**config.mk**
```make
export PLATFORM = sky130hd
export DESIGN_NAME = rtc_element
export DESIGN_NICKNAME = d
export VERILOG_FILES = /design/src/logic/rtc_pkg.sv /design/src/logic/rtc_element.sv
export VERILOG_INCLUDE_DIRS = /design/src /design/src/logic
export SDC_FILE = /design/constraint.sdc
export NUM_CORES = 1
export LEC_CHECK = 0
export BUFFER_PORTS_ARGS = -buffer_cell sky130_fd_sc_hd__clkbuf_2
export CAP_MARGIN = 15
export CORE_AREA = 3 3 169 171
export DETAILED_ROUTE_END_ITERATION = 7
export DIE_AREA = 0 0 172 174
export SYNTH_ARGS = -nofsm -noshare
export SYNTH_HDL_FRONTEND = slang
export SYNTH_SLANG_ARGS = --single-unit
```
**constraint.sdc**
```tcl
create_clock -name aclk -period 4.32 [get_ports aclk]
set_input_delay 0.216 -clock aclk [delete_from_list [all_inputs] [get_ports aclk]]
set_output_delay 0.216 -clock aclk [all_outputs]
set_load 0.01 [all_outputs]
```
**src/logic/rtc_defines.svh**
```systemverilog
/*
 constants for the retentive timer and counter element block.
 assumes inclusion by bare name from the logic folder.
*/
`ifndef RTC_DEFINES_SVH
`define RTC_DEFINES_SVH
`define RTC_OFF_TMR_CTRL   12'h000
`define RTC_OFF_TMR_TGT    12'h004
`define RTC_OFF_TMR_TOT    12'h008
`define RTC_OFF_CNT_CTRL   12'h00c
`define RTC_OFF_CNT_TGT    12'h010
`define RTC_OFF_CNT_TOT    12'h014
`define RTC_OFF_MODE       12'h018
`define RTC_ELEM_WORDS     3
`define RTC_CNT_FILE       5
`define RTC_ELEM_MAX       39
`define RTC_BIT_ACTIVE     15
`define RTC_BIT_TIMING     14
`define RTC_BIT_DONE       13
`define RTC_BIT_UP         15
`define RTC_BIT_DOWN       14
`define RTC_BIT_POSWRAP    12
`define RTC_BIT_NEGWRAP    11
`define RTC_BIT_REFRESH    10
`define RTC_TICK_NS        10000000
`define RTC_CLK_NS         10
`define RTC_TICK_CYCLES    (`RTC_TICK_NS / `RTC_CLK_NS)
`define RTC_RESP_OKAY      2'h0
`define RTC_RESP_SLVERR    2'h2
`endif

```
**src/logic/rtc_pkg.sv**
```systemverilog
/*
 types for the retentive timer and counter element block.
 assumes the defines header is compiled alongside.
*/
package rtc_pkg;
	typedef enum logic [1:0] {
		RTC_MODE_PROGRAM = 2'b00,
		RTC_MODE_RUN     = 2'b01,
		RTC_MODE_TEST    = 2'b10,
		RTC_MODE_FAULT   = 2'b11
	} rtc_mode_e;
	typedef struct packed {
		logic        active;
		logic        timing;
		logic        done;
		logic [15:0] target;
		logic [15:0] total;
	} rtc_timer_s;
	typedef struct packed {
		logic        up_en;
		logic        down_en;
		logic        done;
		logic        pos_wrap;
		logic        neg_wrap;
		logic        refresh;
		logic [15:0] target;
		logic [15:0] total;
	} rtc_counter_s;
endpackage

```
**src/logic/rtc_element.sv**
```systemverilog
/*
 retentive on-delay timer and up/down counter element behind an axi4-lite slave.
 assumes one 100 MHz clock, synchronous active-low reset, conditions from pins.
*/
// Added by the designer: the AXI4-Lite register port.
// Behaviour
// [RULE1] timer accumulates ticks while enabled; stops and keeps its total when disabled
// [RULE2] total preserved on disable, program mode, power loss, fault
// [RULE3] timer done sets when total reaches target; held until clear
// [RULE4] timing flag set while enabled and below target; cleared otherwise (the code also holds it clear while done is set)
// [RULE5] active flag follows the enabling condition
// [RULE6] entering program/fault or power loss while timing freezes flags and total
// [RULE7] back in run/test with condition true, timing resumes from kept total
// [RULE8] back in run/test with condition false, timing and active clear, rest kept
// [RULE9] only the clear command clears timer total and flags (the code also drops active and timing when the condition is false)
// [RULE10] counter element is three words: control, target, total
// [RULE11] control word: up 15, down 14, done 13, poswrap 12, negwrap 11, refresh 10
// [RULE12] refresh flag only meaningful for the fast pulse counter
// [RULE13] counter total counts false-to-true transitions since last clear
// [RULE14] counter done set when total >= target, signed compare
// [RULE15] target and total are signed 16-bit values
// [RULE16] overflow past +32767 sets poswrap; underflow past -32768 sets negwrap
// [RULE17] counter clear command sets the total to zero
// [RULE18] counter elements are file 5, elements 0 to 39, three words each
// [RULE19] element 0 used as fast pulse counter must not serve other counters
// [RULE20] timer adds one per prescaled timebase tick while enabled and below target
// [RULE21] edge found by comparing condition to its previous registered value
`timescale 1ns/1ns
`default_nettype none
`include "rtc_defines.svh"
module rtc_element #(
	parameter int TICK_CYCLES = `RTC_TICK_CYCLES,
	parameter int ELEM_NUM    = 0
) (
	input  wire logic        aclk,
	input  wire logic        aresetn,
	input  wire logic [11:0] s_axi_awaddr,
	input  wire logic        s_axi_awvalid,
	output var  logic        s_axi_awready,
	input  wire logic [31:0] s_axi_wdata,
	input  wire logic [3:0]  s_axi_wstrb,
	input  wire logic        s_axi_wvalid,
	output var  logic        s_axi_wready,
	output var  logic [1:0]  s_axi_bresp,
	output var  logic        s_axi_bvalid,
	input  wire logic        s_axi_bready,
	input  wire logic [11:0] s_axi_araddr,
	input  wire logic        s_axi_arvalid,
	output var  logic        s_axi_arready,
	output var  logic [31:0] s_axi_rdata,
	output var  logic [1:0]  s_axi_rresp,
	output var  logic        s_axi_rvalid,
	input  wire logic        s_axi_rready,
	input  wire logic        timer_enable_in,
	input  wire logic        count_up_in,
	input  wire logic        count_down_in,
	input  wire logic        power_ok_in,
	output var  logic        timer_done_r,
	output var  logic        counter_done_r
);
	initial
	begin
		if (TICK_CYCLES < 1 || ELEM_NUM < 0 || ELEM_NUM > `RTC_ELEM_MAX)
			$error("rtc_element: bad parameter");
	end

	// three-flop pin synchronisers
	logic [2:0] sy_ten_r, sy_up_r, sy_dn_r, sy_pw_r;
	logic       ten_r, up_r, dn_r, pw_r;
	always_ff @(posedge aclk)
	begin
		if (!aresetn)
		begin
			sy_ten_r <= 3'h0;
			sy_up_r  <= 3'h0;
			sy_dn_r  <= 3'h0;
			sy_pw_r  <= 3'h0;
			ten_r    <= 1'b0;
			up_r     <= 1'b0;
			dn_r     <= 1'b0;
			pw_r     <= 1'b0;
		end
		else
		begin
			sy_ten_r <= {sy_ten_r[1:0], timer_enable_in};
			sy_up_r  <= {sy_up_r[1:0], count_up_in};
			sy_dn_r  <= {sy_dn_r[1:0], count_down_in};
			sy_pw_r  <= {sy_pw_r[1:0], power_ok_in};
			if (sy_ten_r[1] == sy_ten_r[2])
				ten_r <= sy_ten_r[2];
			if (sy_up_r[1] == sy_up_r[2])
				up_r <= sy_up_r[2];
			if (sy_dn_r[1] == sy_dn_r[2])
				dn_r <= sy_dn_r[2];
			if (sy_pw_r[1] == sy_pw_r[2])
				pw_r <= sy_pw_r[2];
		end
	end

	// controller mode register
	rtc_pkg::rtc_mode_e mode_r;
	logic scan_on;
	assign scan_on = pw_r && (mode_r == rtc_pkg::RTC_MODE_RUN || mode_r == rtc_pkg::RTC_MODE_TEST);

	// timebase prescaler
	logic [31:0] pre_r;
	logic        tick;
	assign tick = (pre_r == 32'(TICK_CYCLES - 1));
	always_ff @(posedge aclk)
	begin
		if (!aresetn || !scan_on || tick)
			pre_r <= 32'h0;
		else
			pre_r <= pre_r + 32'h1;
	end

	// axi write path
	logic        aw_hold_r, w_hold_r;
	logic [11:0] awaddr_r;
	logic [31:0] wdata_r;
	logic [3:0]  wstrb_r;
	logic        do_wr;
	assign do_wr = aw_hold_r && w_hold_r && !s_axi_bvalid;
	assign s_axi_awready = !aw_hold_r;
	assign s_axi_wready  = !w_hold_r;
	always_ff @(posedge aclk)
	begin
		if (!aresetn)
		begin
			aw_hold_r    <= 1'b0;
			w_hold_r     <= 1'b0;
			awaddr_r     <= 12'h0;
			wdata_r      <= 32'h0;
			wstrb_r      <= 4'h0;
			s_axi_bvalid <= 1'b0;
			s_axi_bresp  <= `RTC_RESP_OKAY;
		end
		else
		begin
			if (s_axi_awvalid && !aw_hold_r)
			begin
				aw_hold_r <= 1'b1;
				awaddr_r  <= s_axi_awaddr;
			end
			if (s_axi_wvalid && !w_hold_r)
			begin
				w_hold_r <= 1'b1;
				wdata_r  <= s_axi_wdata;
				wstrb_r  <= s_axi_wstrb;
			end
			if (do_wr)
			begin
				aw_hold_r    <= 1'b0;
				w_hold_r     <= 1'b0;
				s_axi_bvalid <= 1'b1;
				s_axi_bresp  <= (awaddr_r <= `RTC_OFF_MODE && awaddr_r[1:0] == 2'h0)
				                ? `RTC_RESP_OKAY : `RTC_RESP_SLVERR;
			end
			else if (s_axi_bready)
				s_axi_bvalid <= 1'b0;
		end
	end

	// byte-lane merge of the low halfword
	function automatic logic [15:0] lanes(input logic [15:0] old, input logic [31:0] d, input logic [3:0] s);
		lanes = {s[1] ? d[15:8] : old[15:8], s[0] ? d[7:0] : old[7:0]};
	endfunction

	logic wr_tctl, wr_ttgt, wr_ttot, wr_cctl, wr_ctgt, wr_ctot, wr_mode;
	assign wr_tctl = do_wr && awaddr_r == `RTC_OFF_TMR_CTRL;
	assign wr_ttgt = do_wr && awaddr_r == `RTC_OFF_TMR_TGT;
	assign wr_ttot = do_wr && awaddr_r == `RTC_OFF_TMR_TOT;
	assign wr_cctl = do_wr && awaddr_r == `RTC_OFF_CNT_CTRL;
	assign wr_ctgt = do_wr && awaddr_r == `RTC_OFF_CNT_TGT;
	assign wr_ctot = do_wr && awaddr_r == `RTC_OFF_CNT_TOT;
	assign wr_mode = do_wr && awaddr_r == `RTC_OFF_MODE && wstrb_r[0];
	// clear command: write one to bit 0 of a control word
	logic tmr_clear, cnt_clear;
	assign tmr_clear = wr_tctl && wstrb_r[0] && wdata_r[0];
	assign cnt_clear = wr_cctl && wstrb_r[0] && wdata_r[0];

	always_ff @(posedge aclk)
	begin
		if (!aresetn)
			mode_r <= rtc_pkg::RTC_MODE_PROGRAM;
		else if (wr_mode)
			mode_r <= rtc_pkg::rtc_mode_e'(wdata_r[1:0]);
	end

	// retentive timer
	rtc_pkg::rtc_timer_s tmr_r;
	logic tmr_below;
	assign tmr_below = tmr_r.total < tmr_r.target;
	always_ff @(posedge aclk)
	begin
		if (!aresetn)
			tmr_r <= '0;
		else if (tmr_clear)
			tmr_r <= '{active: 1'b0, timing: 1'b0, done: 1'b0, target: tmr_r.target, total: 16'h0}; // RULE9
		else
		begin
			if (wr_ttgt)
				tmr_r.target <= lanes(tmr_r.target, wdata_r, wstrb_r);
			if (wr_ttot)
				tmr_r.total <= lanes(tmr_r.total, wdata_r, wstrb_r);
			else if (scan_on && ten_r && tick && tmr_below)
				tmr_r.total <= tmr_r.total + 16'h1; // RULE1 RULE20 RULE7
			if (scan_on)
			begin
				tmr_r.active <= ten_r; // RULE5 RULE8
				tmr_r.timing <= ten_r && tmr_below && !tmr_r.done; // RULE4 RULE8
				if (!tmr_below)
					tmr_r.done <= 1'b1; // RULE3
			end
			// outside run/test or without power flags and total hold, except for register writes RULE2 RULE6
		end
	end

	// up/down counter element, three words RULE10 RULE18
	rtc_pkg::rtc_counter_s cnt_r;
	logic up_prev_r, dn_prev_r;
	logic up_edge, dn_edge;
	logic [15:0] cnt_next;
	assign up_edge = up_r && !up_prev_r; // RULE21
	assign dn_edge = dn_r && !dn_prev_r; // RULE21
	always_comb
	begin
		cnt_next = cnt_r.total;
		if (up_edge && !dn_edge)
			cnt_next = cnt_r.total + 16'h1;
		else if (dn_edge && !up_edge)
			cnt_next = cnt_r.total - 16'h1;
	end
	always_ff @(posedge aclk)
	begin
		if (!aresetn)
		begin
			up_prev_r <= 1'b0;
			dn_prev_r <= 1'b0;
		end
		else if (scan_on)
		begin
			up_prev_r <= up_r;
			dn_prev_r <= dn_r;
		end
	end
	always_ff @(posedge aclk)
	begin
		if (!aresetn)
			cnt_r <= '0;
		else if (cnt_clear)
			cnt_r <= '{default: 1'b0, target: cnt_r.target, total: 16'h0}; // RULE17
		else
		begin
			if (wr_ctgt)
				cnt_r.target <= lanes(cnt_r.target, wdata_r, wstrb_r);
			if (wr_cctl && wstrb_r[1])
				cnt_r.refresh <= wdata_r[`RTC_BIT_REFRESH]; // RULE12
			if (wr_ctot)
				cnt_r.total <= lanes(cnt_r.total, wdata_r, wstrb_r);
			else if (scan_on)
			begin
				cnt_r.total <= cnt_next; // RULE13 RULE15
				cnt_r.up_en <= up_r;
				cnt_r.down_en <= dn_r;
				if (up_edge && !dn_edge && cnt_r.total == 16'h7fff)
					cnt_r.pos_wrap <= 1'b1; // RULE16
				else if (dn_edge && !up_edge && cnt_r.pos_wrap)
					cnt_r.pos_wrap <= 1'b0;
				if (dn_edge && !up_edge && cnt_r.total == 16'h8000)
					cnt_r.neg_wrap <= 1'b1; // RULE16
				else if (up_edge && !dn_edge && cnt_r.neg_wrap)
					cnt_r.neg_wrap <= 1'b0;
			end
			cnt_r.done <= $signed(cnt_r.total) >= $signed(cnt_r.target); // RULE14
		end
	end

	// control word images
	logic [15:0] tctl_word, cctl_word;
	always_comb
	begin
		tctl_word = 16'h0;
		tctl_word[`RTC_BIT_ACTIVE] = tmr_r.active;
		tctl_word[`RTC_BIT_TIMING] = tmr_r.timing;
		tctl_word[`RTC_BIT_DONE]   = tmr_r.done;
		cctl_word = 16'h0;
		cctl_word[`RTC_BIT_UP]      = cnt_r.up_en; // RULE11
		cctl_word[`RTC_BIT_DOWN]    = cnt_r.down_en;
		cctl_word[`RTC_BIT_DONE]    = cnt_r.done;
		cctl_word[`RTC_BIT_POSWRAP] = cnt_r.pos_wrap;
		cctl_word[`RTC_BIT_NEGWRAP] = cnt_r.neg_wrap;
		cctl_word[`RTC_BIT_REFRESH] = cnt_r.refresh;
	end

	// axi read path
	always_ff @(posedge aclk)
	begin
		if (!aresetn)
		begin
			s_axi_arready <= 1'b0;
			s_axi_rvalid  <= 1'b0;
			s_axi_rdata   <= 32'h0;
			s_axi_rresp   <= `RTC_RESP_OKAY;
		end
		else
		begin
			s_axi_arready <= 1'b0;
			if (s_axi_arvalid && !s_axi_arready && !s_axi_rvalid)
			begin
				s_axi_arready <= 1'b1;
				s_axi_rvalid  <= 1'b1;
				s_axi_rresp   <= `RTC_RESP_OKAY;
				case (s_axi_araddr)
					`RTC_OFF_TMR_CTRL: s_axi_rdata <= {16'h0, tctl_word};
					`RTC_OFF_TMR_TGT:  s_axi_rdata <= {16'h0, tmr_r.target};
					`RTC_OFF_TMR_TOT:  s_axi_rdata <= {16'h0, tmr_r.total};
					`RTC_OFF_CNT_CTRL: s_axi_rdata <= {16'h0, cctl_word};
					`RTC_OFF_CNT_TGT:  s_axi_rdata <= {16'h0, cnt_r.target};
					`RTC_OFF_CNT_TOT:  s_axi_rdata <= {16'h0, cnt_r.total};
					`RTC_OFF_MODE:     s_axi_rdata <= {30'h0, mode_r};
					default:
					begin
						s_axi_rdata <= 32'h0;
						s_axi_rresp <= `RTC_RESP_SLVERR;
					end
				endcase
			end
			else if (s_axi_rready)
				s_axi_rvalid <= 1'b0;
		end
	end

	always_ff @(posedge aclk)
	begin
		if (!aresetn)
		begin
			timer_done_r   <= 1'b0;
			counter_done_r <= 1'b0;
		end
		else
		begin
			timer_done_r   <= tmr_r.done;
			counter_done_r <= cnt_r.done;
		end
	end

	AST_TMR_HOLD: assert property (@(posedge aclk) disable iff (!aresetn) // RULE2
		!scan_on && !wr_ttot && !tmr_clear |=> $stable(tmr_r.total))
		else $error("timer total moved while halted");
	AST_TMR_STEP: assert property (@(posedge aclk) disable iff (!aresetn) // RULE20
		!wr_ttot && !tmr_clear |=> (tmr_r.total == $past(tmr_r.total)) || (tmr_r.total == $past(tmr_r.total) + 16'h1))
		else $error("timer total stepped by more than one");
	AST_TMR_DONE: assert property (@(posedge aclk) disable iff (!aresetn) // RULE3
		tmr_r.done && !tmr_clear |=> tmr_r.done)
		else $error("timer done dropped without clear");
	AST_TMR_TIMING: assert property (@(posedge aclk) disable iff (!aresetn) // RULE4
		tmr_r.timing |-> tmr_r.active && !tmr_r.done)
		else $error("timing set while idle or done");
	AST_TMR_ACTIVE: assert property (@(posedge aclk) disable iff (!aresetn) // RULE5
		scan_on && !tmr_clear |=> tmr_r.active == $past(ten_r))
		else $error("active does not follow condition");
	AST_TMR_CLEAR: assert property (@(posedge aclk) disable iff (!aresetn) // RULE9
		tmr_clear |=> tmr_r.total == 16'h0 && !tmr_r.done && !tmr_r.active)
		else $error("timer clear failed");
	AST_CNT_CLEAR: assert property (@(posedge aclk) disable iff (!aresetn) // RULE17
		cnt_clear |=> cnt_r.total == 16'h0)
		else $error("counter clear failed");
	AST_CNT_UP: assert property (@(posedge aclk) disable iff (!aresetn) // RULE13
		scan_on && up_edge && !dn_edge && !wr_ctot && !cnt_clear |=> cnt_r.total == $past(cnt_r.total) + 16'h1)
		else $error("rising edge not counted");
	AST_CNT_WRAP: assert property (@(posedge aclk) disable iff (!aresetn) // RULE16
		scan_on && up_edge && !dn_edge && cnt_r.total == 16'h7fff && !cnt_clear |=> cnt_r.pos_wrap)
		else $error("overflow not flagged");
	AST_CNT_DONE: assert property (@(posedge aclk) disable iff (!aresetn) // RULE14
		aresetn && !cnt_clear |=> cnt_r.done == ($signed($past(cnt_r.total)) >= $signed($past(cnt_r.target))))
		else $error("counter done wrong");
endmodule // rtc_element
`default_nettype wire

```
== After elaboration in Yosys (flattened, before gate mapping) ==
Index checks and enable logic that the tools add are counted.
Operators by class
  $add $sub $neg: 4
  $lt $le $gt $ge: 3
  eq/ne operators: 25
  multiplexer cells: 20
  bitwise gates (word level): 5
  reduce and logical (&&, ||, !) cells: 75
Operators with widths (count)
  one-hot mux 16 bit (7 select lines): 1
  two-way mux 16 bit: 6
  == test 12 x 5 -> 1 bit (second input constant): 6
  == test 12 x 4 -> 1 bit (second input constant): 4
  logical AND 1 bit: 34
  adder 16 x 1 -> 16 bit (second input constant): 2
  adder 32 x 1 -> 32 bit (second input constant): 1
  == test 32 x 20 -> 1 bit (second input constant): 1
  == test 12 x 3 -> 1 bit (second input constant): 2
  zero test 12 bit: 2
  AND reduction 3 bit: 8
  == test 16 x 15 -> 1 bit (second input constant): 1
  == test 16 bit (second input constant): 1
  greater-or-equal comparator 16 bit: 1
  less-than comparator 16 bit: 1
  two-way mux 8 bit: 2
  subtractor 16 x 1 -> 16 bit (second input constant): 1
  <= comparator 12 x 5 -> 1 bit (second input constant): 1
  zero test 1 bit: 12
  nonzero test 2 bit: 6
  two-way mux 1 bit: 9
  inequality test 2 bit (second input constant): 4
  AND reduction 2 bit: 4
  OR reduction 7 bit: 1
  9 further kinds: 21
Storage, ports and cells
  bits in registers: 198
  bits of input ports: 71
  logic and storage cells: 174

== Logic depth before layout (Yosys ltp) ==
Gate-level depths: netlist of run 1.
  depth after elaboration: 8
  mapped depth: 11

== Worst setup path before layout of run 1 ==
No wires, ideal clock.
  path kind: flip-flop to flip-flop
  from: reg up_r
  to: reg cnt_r[15] (netlist bit)
  setup time: 0.070 ns
  arrival: 2.514 ns
  data required time: 4.250 ns
  setup slack: 1.736 ns
  cell stages (with the launch flop): 11
  buffers on the path: 0
  path through: dfxtp_1 -> nor2b_1 -> nand2_1 -> ha_1 -> a21oi_1 -> o211ai_1 -> a211oi_1 -> o21ai_0 -> xnor2_1 -> nand2_1 -> a21oi_1
Between the ends
  cells in the longest elaborated chain, start to end: 5
  elaborated cells on any way between the ends: 9
RTL lines
  start, declared: line rtc_element.sv:69  | logic ten_r, up_r, dn_r, pw_r;
  start signal, assigned: line rtc_element.sv:92  | up_r <= sy_up_r[2];
  logical AND 1 bit *: line rtc_element.sv:224  | assign up_edge = up_r && !up_prev_r;
  zero test 1 bit / logical AND 1 bit (equally long branches): line rtc_element.sv:231, rtc_element.sv:229
  logical AND 1 bit / two-way mux 16 bit (equally long branches): line rtc_element.sv:231, rtc_element.sv:229
  nonzero test 3 bit (no line) / two-way mux 16 bit (equally long branches)
  AND reduction 3 bit (no line) / two-way mux 16 bit (equally long branches)
  end, declared: line rtc_element.sv:220  | rtc_pkg::rtc_counter_s cnt_r;
Every way passes the cells marked *; elsewhere a longest branch is shown, timed or not. The select of a mux whose other input is x is not followed.
A chain may end at the register's enable or synchronous reset.

== Worst setup path in the final report of run 1 ==
Same ends and word-level chain as after synthesis.

==> results by group, run 1 <==
Status
  – Outcome: complete, no violations

STA
  – Slew headroom: 0.280
  – Final Setup Violations: 0
  – RSZ-0062 raised after global routing: false
  – Final hold vios: 0
  – Pins Over Slew Limit: 0
  – WHS: 0.0109 ns
  – Final Skew: 0.0145 ns
  – Fmax: 299 MHz
  – Final period utilization: 0.774
  – Worst Max-Slew Pin Slew: 1.08 ns
  – Setup TNS Final: 0 ns
  – Clock period minus worst slack: 3.35 ns

Logic synthesis
  – Top_reg_cell synth: dfxtp_1
  – Synth Register Bits: 180
  – Yosys cell types: 64
  – Synthesized area: 9510 sq um
  – Asr flop ratio synth: 0
  – Syn Area/Cell: 8.08 sq um
  – Synth warn: 0
  – Mapped Cells: 1176
  – EDFF count, synth: 0
  – Register area share after synthesis: 0.379

Setup path
  – Critical path data required time: 4.69 ns
  – Worst r2r path cells: 10
  – Startpoint types: register
  – Critical-path cell list: nor2b_1, nand2_1, ha_1, a21oi_1, o211ai_1, a211oi_1, o21ai_0, xnor2_1, nand2_1, a21oi_1
  – CP arrival: 3.72 ns
  – CP max stage cell: nand2_1
  – Max Fanout on Critical Path: 19
  – Worst setup path category: reg -> reg
  – Slowest stage delay, CP: 0.52 ns
  – Critical path endpoint category: register

Layout
  – Ratio of cells with drive above 1 in the final layout: 0.115
  – Area occupied by multi-input gates: 5430 sq um
  – Final cell count without fillers: 1605
  – Layout Nets: 1372
  – Area growth syn-to-layout: 15.2%
  – Most frequent cells in the layout: nand2_1 (224), dfxtp_1 (180), a21oi_1 (121), nor2_1 (80), clkbuf_2 (77)
  – Most common cell after layout, fill and taps aside: nand2_1
  – Diode count: 0
  – Sequential cell area: 3600 sq um
  – Fill cells: 2761

Floorplan
  – I/O pins: 114
  – Core ar.: 27000 sq um
  – Die Ht: 174 um
  – Die W: 172 um
  – Die area: 29900 sq um
  – Row cnt: 60
  – Initial core utilization: 0.352

Power and ir drop
  – Leakage dissipation: 4.15 nW
  – Max VDD drop: 0.193 mV
  – Power density over the cells: 319 nW/um^2

Hold path
  – Hold Crit Class: in -> reg
  – Hold path depth: 3

Global routing
  – Vias in the first global route: 7895
  – Initial antenna violation count: 0
  – Largest net degree at the start of global routing: 44
  – Total track usage: 0.172
  – First-pass GRT wire length: 41300 um
  – Total gr overflow: 0

Drt
  – Drt pass-1 iters: 6
  – DR vias: 8300
  – Initial DRC count: 557
  – Wire per inst: 15.9 um
  – Vias/cell: 5.17
  – Number of remaining DRC errors: 0
  – Final ANT Viol Nets: 0
  – Wirelength, routed: 25500 um

Clock tree
  – Clock Pin Slew Worst Setup and Hold Paths: 0.07 ns
  – Worst skew pair latency: 0.44 ns
  – CTS tree: built
  – Hold-fix buffers at CTS: 26
  – Setup bufs post-CTS: 0
  – Num CTS Buffers: 17
  – Clock buffer depth: 2
  – CTS sink count: 180
  – Resized cells post-CTS: 0
  – H-tree Lvls: 4
  – Root Driver: clkbuf_16

Placement
  – Post-DP HPWL: 18900 um
  – Cells after DPL: 1547
  – PortBufs: 77
  – Global placement routability congestion: 0.864

Flow run
  – Max_cap viols: 0
synthesized netlist by cell type (all sizes together) (4+ instances only):
master / number / area share
a31oi: 16 / 0.011
nor4: 12 / 0.0095
dfxtp: 180 / 0.38
or4: 4 / 0.0036
o31ai: 4 / 0.0032
a22oi: 15 / 0.012
or3: 8 / 0.0053
clkbuf: 48 / 0.019
nor2: 81 / 0.032
nor3: 16 / 0.0090
nand3: 30 / 0.016
a21o: 7 / 0.0055
nor3b: 4 / 0.0043
nand2b: 8 / 0.0053
o211ai: 20 / 0.016
nor4b: 5 / 0.0046
mux2i: 31 / 0.033
buf: 25 / 0.019
ha: 49 / 0.064
xnor2: 26 / 0.024
nor2b: 15 / 0.0099
nand2: 224 / 0.088
inv: 48 / 0.019
o21ai: 43 / 0.025
a222oi: 8 / 0.0084
a21oi: 121 / 0.064
nand4: 23 / 0.015
and2: 18 / 0.012
and3: 13 / 0.0086
xor2: 29 / 0.027
a211oi: 11 / 0.013
final cells by class:
type	instances	area share
sequential	180	0.329
clock buffer	18	0.0392
tap	341	0.0390
multi-input combinational	892	0.496
clock inverter	14	0.0130
timing repair buffer	112	0.0670
inverter	48	0.0165
worst paths after layout:
kind / start / endpoint / slack (ns)
worst max register to register: up_r / cnt_r[15] / 0.97
worst max-delay path: up_r / cnt_r[15] / 0.97
worst min register to register: sy_up_r[0] / sy_up_r[1] / 0.44
worst min-delay path: s_axi_awaddr[5] / awaddr_r[5] / 0.01
kinds of logic after synthesis:
| logic type | Yosys count | share of synthesized area |
|---|---|---|
| DFF | 180 | 0.379 |
| xor gates and xnor gates | 55 | 0.0507 |
| buffers and inverters | 121 | 0.0569 |
| and+or+nand+nor | 471 | 0.234 |
| adders and majority gates | 50 | 0.0666 |
| muxes | 34 | 0.0362 |
| other | 1 | 0.000395 |
| AOI/OAI and AO/OA | 264 | 0.176 |
power breakdown:
| part | internal, W | switching, W |
|---|---|---|
| registers | 0.00170 | 0.0000490 |
| logic | 0.0000867 | 0.000129 |
| clock network | 0.000813 | 0.000718 |
| total | 0.00260 | 0.000896 |
layer usage:
metal / vias up / track usage / wire, um
met4: 0 / 0.0589 / 581
met3: 36 / 0.0262 / 1040
met1: 3888 / 0.239 / 12000
met5: - / 0 / 0
li1: 4212 / - / -
met2: 164 / 0.273 / 11800
sequential cells by signal (all words and copies together), names as in the netlist, 2 cells and up:
signal	flops
mode_r	2
s_axi_rdata	16
cctl_word	6
sy_pw_r	3
wdata_r	16
tmr_r	32
sy_up_r	3
sy_dn_r	3
sy_ten_r	3
cnt_r	32
tctl_word	3
awaddr_r	12
wstrb_r	2
pre_r	32
worst max-delay path, delay by kind of cell (launching register included):
kind | cells | cell delay (ns)
AO/OA/AOI/OAI | 5 | 1.35
AND/OR/NAND/NOR | 3 | 0.83
adder cells (fa/ha/maj) | 1 | 0.51
flip-flops | 1 | 0.40
XOR/XNOR | 1 | 0.19
per-stage QoR:
step / instance area, sq um / util / total power (W) / setup WS [ns]
floorplan: 9570 / - / 0.00190 / 1.74
global placement: 10100 / 0.373 / 0.00198 / 1.05
detailed placement: 10100 / 0.374 / 0.00198 / 1.01
CTS: 10900 / 0.405 / 0.00353 / 0.972
global route: 10900 / 0.405 / 0.00363 / 0.658
finish: 10900 / 0.405 / 0.00349 / 0.974
(Power assumes the default switching activity.)
==> inputs of run 2 (changes only) <==
Clock period 4.32 ns to 3.15 ns, I/O delays scaled along.
==> run 2 against run 1 <==
Compared with the run above: via count increased by 2.6%; core utilization increased by 0.91 points; wire length is 1.7% higher; total power grew 39%; die area did not move; global-route usage up 0.21 points; clock skew is 0.0021 ns lower; register-to-register slack got worse by 0.58 ns; clock power up 40%.
==> results by group, run 2 (synthesized netlist as in run 1, its figures left out) <==
Drt
  – Final ANT Viol Nets: 0 (unchanged)
  – Vias/cell: 5.21 (+0.81%)
  – Drt pass-1 iters: 6 (unchanged)
  – DR vias: 8518 (+2.6%)
  – Wire per inst: 15.8 um (about the same)
  – Initial DRC count: 659 (+18%)
  – Wirelength, routed: 25900 um (+1.7%)
  – Number of remaining DRC errors: 0 (unchanged)

Global routing
  – Vias in the first global route: 7990 (+1.2%)
  – Largest net degree at the start of global routing: 46 (+4.5%)
  – Total gr overflow: 0 (unchanged)
  – Initial antenna violation count: 0 (unchanged)
  – First-pass GRT wire length: 41700 um (+0.93%)
  – Total track usage: 0.174 (+0.00210)

STA
  – Clock period minus worst slack: 2.75 ns (-0.592 ns)
  – Final period utilization: 0.874 (+0.0996)
  – RSZ-0062 raised after global routing: false
  – Final Setup Violations: 0 (unchanged)
  – Setup TNS Final: 0 ns (unchanged)
  – Slew headroom: 0.266 (-0.0138)
  – Final Skew: 0.0124 ns (-0.00212 ns)
  – Worst Max-Slew Pin Slew: 1.10 ns (+0.0207 ns)
  – Pins Over Slew Limit: 0 (unchanged)
  – Fmax: 363 MHz (+22%)
  – Final setup margin: 0.397 ns (-0.578 ns)
  – Final hold vios: 0 (unchanged)

Clock tree
  – Hold-fix buffers at CTS: 38 (+46%)
  – Clock Pin Slew Worst Setup and Hold Paths: 0.07 ns (about the same)
  – CTS sink count: 180 (unchanged)
  – Resized cells post-CTS: 0 (unchanged)
  – Num CTS Buffers: 17 (unchanged)
  – CTS tree: built
  – Root Driver: clkbuf_16
  – Worst skew pair latency: 0.44 ns (about the same)
  – H-tree Lvls: 4 (unchanged)
  – Setup bufs post-CTS: 0 (unchanged)
  – Clock buffer depth: 2 (unchanged)

Power and ir drop
  – Clock share of power: 0.441 (+0.003)
  – Leakage dissipation: 4.28 nW (+3.1%)
  – Net Sw Frac: 0.260 (+0.00355)
  – Max VDD drop: 0.325 mV (+68%)
  – Sw Pwr: 0.00126 W (+41%)
  – Cell Int Power: 0.00359 W (+38%)
  – Power density over the cells: 433 nW/um^2 (+36%)
  – Comb pwr share: 0.066 (+0.004)
  – Sequential Power Share: 0.493 (-0.007)

Layout
  – Largest regs: cnt_r x32, pre_r x32, tmr_r x32
  – Most common cell after layout, fill and taps aside: nand2_1
  – Diode count: 0 (unchanged)
  – Area growth syn-to-layout: 17.8%
  – Layout Nets: 1401 (+2.1%)
  – Ratio of cells with drive above 1 in the final layout: 0.126 (+0.0113)
  – Most frequent cells in the layout: nand2_1 (224), dfxtp_1 (180), a21oi_1 (121), nor2_1 (80), clkbuf_2 (77)
  – Core Util, Final: 0.414 (+0.00907)

Setup path
  – CP arrival: 3.08 ns (-0.64 ns)
  – Worst setup path category: reg -> reg
  – Startpoint types: register
  – WP depth: 11 (+1)
  – Worst Path Buf+Inv: 1 (+1)
  – Max Fanout on Critical Path: 18 (-1)
  – CP dominant cell by count: nand2_1
  – Worst r2r path cells: 11 (+1)
  – Critical path data required time: 3.47 ns (-1.22 ns)
  – CP max stage cell: ha_1
  – Slowest stage delay, CP: 0.41 ns (-0.11 ns)
  – CP top delay family: compound AO/OA/AOI/OAI gates
  – Critical path endpoint category: register
  – Critical-path cell list: nor2b_1, nand2_1, buf_4, ha_1, a21oi_1, nand2_1, o21ai_0, nand2_1, o31a_1, xnor2_1, a21oi_1

Placement
  – PortBufs: 77 (unchanged)
  – Post-DP HPWL: 19200 um (+1.7%)
  – Worst slack, placed: 0.452 ns (-0.563 ns)
  – Global placement routability congestion: 0.864 (about the same)

Floorplan
  – Core ar.: 27000 sq um (unchanged)
  – Die area: 29900 sq um (unchanged)
  – Initial core utilization: 0.352 (unchanged)
  – Row cnt: 60 (unchanged)
  – Die Ht: 174 um (unchanged)
  – Die W: 172 um (unchanged)
  – I/O pins: 114 (unchanged)

Flow run
  – Max_cap viols: 0 (unchanged)

Status
  – Outcome: complete, no violations

Hold path
  – Hold path depth: 3 (unchanged)
  – Hold Crit Class: in -> reg
[run 2: cell types whose count changed in the layout (fill, tap and decap cells not counted), sizes merged]
cell,delta
buf,+17
clkbuf,-1
clkinv,-1
clkinvlp,+1
dlygate4sd3,+12
inv,+1
[run 2: final timing paths]
path,start,to,slack [ns]
hold / removal,s_axi_arvalid,s_axi_arready,0.19
setup reg to reg,up_r,cnt_r[12],0.40
setup / recovery,up_r,cnt_r[12],0.40
hold reg to reg,sy_pw_r[0],sy_pw_r[1],0.44
[run 2: metrics by stage]
step / instance area (sq um) / total power (W) / hold slack (ns) / cells
4_1_cts: 11200 / 0.00491 / 0.175 / 1634
3_5_place_dp: 10200 / 0.00273 / 0.377 / 1564
6_report: 11200 / 0.00485 / 0.190 / 1634
3_3_place_gp: 10200 / 0.00272 / 0.378 / 1564
2_1_floorplan: 9570 / 0.00261 / 0.273 / 1193
5_1_grt: 11200 / 0.00505 / 0.202 / 1634
[run 2: area by class of cell]
type	count	area [sq um]
Timing Repair Buffer	141	961
Clock buffer	17	425
Clock inverter	15	164
Tap cell	341	427
Inverter	48	180
Fill cell	2747	15800
Multi-Input combinational cell	892	5430
Sequential cell	180	3600
[run 2: per-layer routing]
metal | global-route usage | vias to the layer above | wire length (um)
met2 | 0.285 | 217 | 12000
met4 | 0.0612 | 0 | 709
met5 | 0 | - | 0
met1 | 0.230 | 3981 | 11900
li1 | - | 4276 | -
met3 | 0.0330 | 44 | 1220
[run 2: worst reg2reg max path, stage by stage (launching register included)]
cell	delay, ns
dfxtp_1	0.40
nor2b_1	0.24
nand2_1	0.11
buf_4	0.22
ha_1	0.42
a21oi_1	0.24
nand2_1	0.07
o21ai_0	0.29
nand2_1	0.14
o31a_1	0.27
xnor2_1	0.17
a21oi_1	0.08
[run 2: power groups by stage]
stage | clock network [W] | logic, W | registers (W)
2_1_floorplan | 0 | 0.000182 | 0.00242
3_3_place_gp | 0 | 0.000282 | 0.00244
3_5_place_dp | 0 | 0.000285 | 0.00244
4_1_cts | 0.00220 | 0.000322 | 0.00239
5_1_grt | 0.00230 | 0.000355 | 0.00240
6_report | 0.00214 | 0.000319 | 0.00239
